<file path="src/gwst_consts.vh">
// Constants for the general window space/type select register bank.
// Assumes inclusion by bare name from the design files.
`ifndef GWST_CONSTS_VH
`define GWST_CONSTS_VH
`define GWST_OFS_HOST_SPACE 12'h0922
`define GWST_OFS_CARD_SPACE 12'h0923
`define GWST_OFS_MODE_SEL 12'h0924
`define GWST_RST_HOST_SPACE 8'hC0
`define GWST_RST_CARD_SPACE 8'hC0
`define GWST_RST_MODE_SEL 8'h00
`define GWST_RSVD_MASK 8'hDF
`define GWST_RSVD_BIT 5
`define GWST_NUM_WIN 7
`define GWST_ADDR_W 12
`define GWST_SOCK_W 1
`endif

</file>
<file path="src/gwst_win_map.v">
// Per-window decode mapping for the general window space/type select.
// Assumes the three type bytes come from the register bank.
`include "gwst_consts.vh"
module gwst_win_map (
    input wire [7:0] host_space_i,
    input wire [7:0] card_space_i,
    input wire [7:0] mode_sel_i,
    output wire [6:0] prog_en_o,
    output wire [6:0] host_mem_o,
    output wire [6:0] host_io_o,
    output wire [6:0] card_mem_o,
    output wire [6:0] card_io_o
);
    // Collapse register bits 7:6,4:0 to window index 6:0
    function [6:0] gwst_pack;
        input [7:0] b;
        begin
            gwst_pack = {b[7:6], b[4:0]}; // RL1
        end
    endfunction

    wire [6:0] hs;
    wire [6:0] cs;
    assign hs = gwst_pack(host_space_i);
    assign cs = gwst_pack(card_space_i);
    assign prog_en_o = gwst_pack(mode_sel_i); // RL7
    // Default-mode windows ignore both space bits
    assign host_mem_o = prog_en_o & ~hs; // RL2 RL4
    assign host_io_o = prog_en_o & hs; // RL3 RL4
    assign card_mem_o = prog_en_o & ~cs; // RL5 RL4
    assign card_io_o = prog_en_o & cs; // RL6 RL4
endmodule // gwst_win_map

</file>
<file path="src/gwst_regs.v">
// Register bank holding per-socket window space and type selections.
// Assumes a synchronous byte-wide register access port on the host clock.
`include "gwst_consts.vh"
//////////////////////////////////////////////////////////////////////////////
// Behaviour
// [RL1] Windows 0-4 sit on bits 0-4, windows 5-6 on bits 6-7, bit 5 reserved.
// [RL2] A programmable window with host-space bit 0 decodes memory cycles.
// [RL3] A programmable window with host-space bit 1 decodes I/O cycles.
// [RL4] A default-mode window ignores its host-space and card-space bits.
// [RL5] A programmable window with card-space bit 0 issues card memory cmds.
// [RL6] A programmable window with card-space bit 1 issues card I/O cmds.
// [RL7] Mode bit set means programmable; clear means legacy default setup.
// [RL8] Each socket has its own copy, picked by the socket index on access.
module gwst_regs #(
    parameter NUM_SOCK = 2,
    parameter SOCK_W = `GWST_SOCK_W
) (
    input wire sys_clk_i,
    input wire arst_n_i,
    input wire reg_wr_i,
    input wire reg_rd_i,
    input wire [`GWST_ADDR_W-1:0] reg_addr_i,
    input wire [7:0] reg_wdata_i,
    input wire [SOCK_W-1:0] reg_sock_i,
    input wire [SOCK_W-1:0] dec_sock_i,
    output reg [7:0] reg_rdata_o,
    output wire reg_hit_o,
    output wire [6:0] prog_en_o,
    output wire [6:0] host_mem_o,
    output wire [6:0] host_io_o,
    output wire [6:0] card_mem_o,
    output wire [6:0] card_io_o
);

    //////////////////////////////////////////////////////////////////////////
    // Storage, one copy of each type byte per socket
    reg [7:0] host_space_reg [0:NUM_SOCK-1];
    reg [7:0] card_space_reg [0:NUM_SOCK-1];
    reg [7:0] mode_sel_reg [0:NUM_SOCK-1];

    // Next values of the storage
    reg [7:0] host_space_next [0:NUM_SOCK-1];
    reg [7:0] card_space_next [0:NUM_SOCK-1];
    reg [7:0] mode_sel_next [0:NUM_SOCK-1];

    // Next value of the read data holding register
    reg [7:0] rdata_next;

    // Address decode
    wire hit_host;
    wire hit_card;
    wire hit_mode;

    // Qualified strobes
    wire wr_host;
    wire wr_card;
    wire wr_mode;
    wire rd_host;
    wire rd_card;
    wire rd_mode;

    // Type bytes of the socket being decoded
    wire [7:0] dec_host_space;
    wire [7:0] dec_card_space;
    wire [7:0] dec_mode_sel;

    integer i;
    integer j;

    //////////////////////////////////////////////////////////////////////////
    // Helpers

    // True when the access address names the given register
    function gwst_hit;
        input [`GWST_ADDR_W-1:0] addr;
        input [`GWST_ADDR_W-1:0] ofs;
        begin
            gwst_hit = (addr == ofs);
        end
    endfunction

    // Reserved bit is never stored, so it always reads back 0
    function [7:0] gwst_clean;
        input [7:0] b;
        begin
            gwst_clean = b & `GWST_RSVD_MASK; // RL1
        end
    endfunction

    //////////////////////////////////////////////////////////////////////////
    // Register access decode

    assign hit_host = gwst_hit(reg_addr_i, `GWST_OFS_HOST_SPACE);
    assign hit_card = gwst_hit(reg_addr_i, `GWST_OFS_CARD_SPACE);
    assign hit_mode = gwst_hit(reg_addr_i, `GWST_OFS_MODE_SEL);
    assign reg_hit_o = hit_host | hit_card | hit_mode;

    assign wr_host = reg_wr_i & hit_host;
    assign wr_card = reg_wr_i & hit_card;
    assign wr_mode = reg_wr_i & hit_mode;
    assign rd_host = reg_rd_i & hit_host;
    assign rd_card = reg_rd_i & hit_card;
    assign rd_mode = reg_rd_i & hit_mode;

    //////////////////////////////////////////////////////////////////////////
    // Next storage values: writes land only in the addressed socket's copy

    always @* begin
        for (j = 0; j < NUM_SOCK; j = j + 1) begin
            host_space_next[j] = host_space_reg[j];
            card_space_next[j] = card_space_reg[j];
            mode_sel_next[j] = mode_sel_reg[j];
        end
        if (wr_host) begin
            host_space_next[reg_sock_i] = gwst_clean(reg_wdata_i); // RL8
        end
        if (wr_card) begin
            card_space_next[reg_sock_i] = gwst_clean(reg_wdata_i); // RL8
        end
        if (wr_mode) begin
            mode_sel_next[reg_sock_i] = gwst_clean(reg_wdata_i); // RL8
        end
    end

    //////////////////////////////////////////////////////////////////////////
    // Storage flip-flops

    always @(posedge sys_clk_i or negedge arst_n_i) begin
        if (!arst_n_i) begin
            for (i = 0; i < NUM_SOCK; i = i + 1) begin
                host_space_reg[i] <= `GWST_RST_HOST_SPACE;
                card_space_reg[i] <= `GWST_RST_CARD_SPACE;
                mode_sel_reg[i] <= `GWST_RST_MODE_SEL;
            end
        end else begin
            for (i = 0; i < NUM_SOCK; i = i + 1) begin
                host_space_reg[i] <= host_space_next[i];
                card_space_reg[i] <= card_space_next[i];
                mode_sel_reg[i] <= mode_sel_next[i];
            end
        end
    end

    //////////////////////////////////////////////////////////////////////////
    // Read data: loaded on every read strobe, held otherwise
    // A read in the cycle of a write returns the old value

    always @* begin
        rdata_next = reg_rdata_o;
        if (rd_host) begin
            rdata_next = host_space_reg[reg_sock_i]; // RL8
        end else if (rd_card) begin
            rdata_next = card_space_reg[reg_sock_i]; // RL8
        end else if (rd_mode) begin
            rdata_next = mode_sel_reg[reg_sock_i]; // RL8
        end else if (reg_rd_i) begin
            rdata_next = 8'h00;
        end
    end

    always @(posedge sys_clk_i or negedge arst_n_i) begin
        if (!arst_n_i) begin
            reg_rdata_o <= 8'h00;
        end else begin
            reg_rdata_o <= rdata_next;
        end
    end

    //////////////////////////////////////////////////////////////////////////
    // Window decode for the socket the datapath is serving

    assign dec_host_space = host_space_reg[dec_sock_i];
    assign dec_card_space = card_space_reg[dec_sock_i];
    assign dec_mode_sel = mode_sel_reg[dec_sock_i];

    gwst_win_map u_map (
        .host_space_i(dec_host_space),
        .card_space_i(dec_card_space),
        .mode_sel_i(dec_mode_sel),
        .prog_en_o(prog_en_o),
        .host_mem_o(host_mem_o),
        .host_io_o(host_io_o),
        .card_mem_o(card_mem_o),
        .card_io_o(card_io_o)
    );
endmodule // gwst_regs

</file>
<file path="config.mk">
export PLATFORM = sky130hd
export DESIGN_NAME = gwst_regs
export DESIGN_NICKNAME = d
export VERILOG_FILES = /design/src/gwst_win_map.v /design/src/gwst_regs.v
export VERILOG_INCLUDE_DIRS = /design/src
export SDC_FILE = /design/constraint.sdc
export NUM_CORES = 1
export LEC_CHECK = 0
export BUFFER_PORTS_ARGS = -buffer_cell sky130_fd_sc_hd__buf_2
export CORE_UTILIZATION = 35
export CTS_BUF_LIST = sky130_fd_sc_hd__clkbuf_16
export DETAILED_ROUTE_END_ITERATION = 8
export GPL_TIMING_DRIVEN = 0
export PLACE_DENSITY = 0.55
export SETUP_SLACK_MARGIN = 0.5
export SLEW_MARGIN = 0
export SYNTH_ARGS = -nofsm -noshare
export SYNTH_HDL_FRONTEND = slang
export SYNTH_SLANG_ARGS = --single-unit
export TNS_END_PERCENT = 5
</file>
<file path="constraint.sdc">
create_clock -name sys_clk_i -period 4.6 [get_ports sys_clk_i]
set_input_delay 0.69 -clock sys_clk_i [delete_from_list [all_inputs] [get_ports sys_clk_i]]
set_output_delay 0.69 -clock sys_clk_i [all_outputs]
set_load 0.01 [all_outputs]
</file>
==> metrics.md <==
| Metric | Value |
|---|---|
| Outcome | finished clean |
| Ys flop type | dfrtp_1 |
| Multi-input logic area | 1415 sq um |
| VDD IR-drop max | 0.1314 mV |
| Critical Path Source Type | input pin |
| Crit-path max FO | 10 |
| Distinct cells, synth | 32 |
| GR Util All Layers | roughly 17% |
| Tmin final | 2925 ps |
| Worst-margin pin slew | 1129 ps |
| Hold depth | 1 |
| Synth warnings | 0 |
| Router iterations before antenna repair | 4 |
| P&R area growth vs syn | 21.19% |
| Num Clock Sinks | 49 |
| Worst path required time | just under 4000 ps |
| Horiz. Die Dim | 90.48 um |
| # DRC | 0 |
| Worst r2r src | card_space_reg[6] |
| Largest net degree at the start of global routing | 50 |
| Resized Gates After CTS | 0 |
| Async S/R FF share, synth | 100.0% |
| Worst hold-check path type | flop to flop |
| Core ar. | 7408 sq um |
| Power Dens Cells | around 260 nW/um^2 |
| Synth top area share | 37.44% |
| Chip height | 90.48 um |
| Antenna cell count | 0 |
| Detailed Place HPWL | 4.553 mm |
| Post-Syn Nets | around 260 |
| Worst Setup SP | reg_addr_i[4] |
| Max_cap viols | 0 |
| Worst-Skew Late Latency | 290 ps |
| Vias in the first global route | 1,977 |
| CP max stage cell | or4b_4 |
| CP endpoint | reg_hit_o |
| First-pass GRT wire length | roughly 11 mm |
| Gpl congestion | 0.7151 |
| Unrepaired setup endpoints after global routing | false |
| Crit-path cells | buf_2 > or4b_4 > nor3_4 > a21boi_0 > buf_2 |
| Clk slew on worst S/H paths | ~60 ps |
| Kind of critical path | input pin to output pin |
| Flip-flop and latch area | 1236 sq um |
| Iteration-0 DRC Markers | 59 |
| Maximum clock rate | 0.3419 GHz |
| Hold buffer count at cts | 0 |
| FP Rows | 31 |
| CTS tree | yes |
| Worst Hold Margin | 532.8 ps |
| Number of H-tree levels | 2 |
| Synth area leader | dfrtp_1 |
| Final WL | 6.695 mm |
| Rel. slew slack | 24.76% |
| R2R depth | 4 |
| Starting Density | 36.99% |
| Setup TNS Final | 0 ps |
| Post-synthesis cell area | ~2700 sq um |
| Vias | around 2,000 |
| Number of port buffers | 64 |
| Worst reg2reg setup slack | 3400 ps |
| CP most frequent cell | buf_2 |
| Top post-synthesis cells by area | dfrtp_1 (37%), mux2_2 (17%), mux2i_1 (15%) |
| Post-DRT Antenna Nets | 0 |
| Post-synth EDFFs | 0 |
| Fillers | 747 |
| Num ports | 70 |
| Worst hold start | card_space_reg[9] |
| Routed WL per cell | 16.61 um |
| Crit. End Element | output pin |
| Layout cells sized above 1 | 43.75% |
| Post-synthesis sequential area ratio | ~45% |
| Synth cell count leaders | mux2_2 (42), mux2i_1 (42), dfrtp_1 (41) |
| Layout Skew | 3.246 ps |
| Crit share post-route | between 60% and 70% |
| Root buffer cell | clkbuf_16 |
| FF-to-FF End | reg_rdata_o[6] |
| Setup violators final | 0 |
| Via density | ~5.0 |
| Initial antenna violation count | 0 |
| Max Slew Vio Count | 0 |
| Leak Pwr | ~1.8 nW |
| Final setup margin | 1675 ps |
| Clock Path Buffers | 2 |
| Slowest stage delay, CP | 580 ps |
| Final hold vios | 0 |
| Final #Nets | 329 |
| Die area | 8187 sq um |
| Gr ovfl total | 0 |
| Placement Setup Slack | 1642 ps |
| CTS buffer count | 5 |
| Avg Cell Area, Syn | 11.81 sq um |
| FF+latch count, synth | 49 |
| Syn Inst Count | roughly 230 |
| WP data arrival | around 2200 ps |
| Post-CTS Setup Bufs | 0 |
how the worst min path moves through the flow:
| stage | endpoint | slack [ps] |
|---|---|---|
| after floorplan | card_space_reg[0] | 390 |
| after global placement | mode_sel_reg[0] | 510 |
| after detailed placement | mode_sel_reg[1] | 520 |
| after CTS | card_space_reg[9] | 540 |
| after global routing | mode_sel_reg[0] | 550 |
| final | card_space_reg[9] | 530 |
placed cells by master (no fill, tap or decap), types with 2 or more instances in the layout:
cell type | Yosys | layout
nand4bb_1 | 2 | 2
buf_2 | 2 | 66
clkbuf_1 | 6 | 6
mux2_2 | 42 | 42
clkbuf_16 | 0 | 5
nor2b_1 | 17 | 17
a21oi_1 | 6 | 6
nand2b_1 | 2 | 2
nor2_1 | 22 | 22
dfrtp_1 | 41 | 41
o22ai_1 | 6 | 6
buf_4 | 3 | 3
dfstp_2 | 8 | 8
inv_1 | 8 | 10
a211oi_1 | 7 | 7
mux2i_1 | 42 | 42
nand4_2 | 2 | 2
routing by layer:
metal | vias to the layer above | GRT usage (%) | wire [um]
met5 | - | 0 | 0
met4 | 0 | 5.242 | 85
met3 | 7 | 2.609 | 220
met2 | 47 | 29.04 | 3346
met1 | 986 | 21.79 | 3043
li1 | 977 | - | -
layout make-up:
cell class,instances,area share [%]
clock buffers,5,3.768
clock inverters,3,0.3391
well taps,99,3.730
flip-flops and latches,49,37.23
repair buffers,64,9.646
inverters,8,0.9043
plain buffers,12,1.771
multi-input cells,163,42.62
metrics by stage:
step	util [%]	power, mW	instances	area (sq um)
2_1_floorplan	-	0.4833	232	2740
3_3_place_gp	42.98	0.5213	395	3184
3_5_place_dp	42.98	0.5219	395	3184
4_1_cts	44.82	0.8696	403	3321
5_1_grt	44.82	0.8901	403	3321
6_report	44.82	0.8611	403	3321
power breakdown:
part           switching [mW]  internal [mW]  total [mW]  leakage [nW]
logic                  0.0456         0.0272      0.0728          1.04
registers             0.00301          0.436       0.439         0.645
clock network           0.153          0.196       0.349        0.0738
total                   0.202          0.660       0.861          1.75
cells by family (layout without fill, tap and decap cells):
logic type	after synthesis	in the layout	share of synthesized area [%]
buffers and inverters	20	92	3.242
and+or+nand+nor	55	55	13.15
other	1	1	0.1369
muxes	84	84	32.60
DFF	49	49	45.11
AOI/OAI and AO/OA	23	23	5.754
worst max-delay path: cells and delay by family:
family          cells  cell delay, ps
buf+inv             2             250
simple gates        2            1070
compound gates      1             220
No activity file was read; power rests on OpenSTA's default activity.
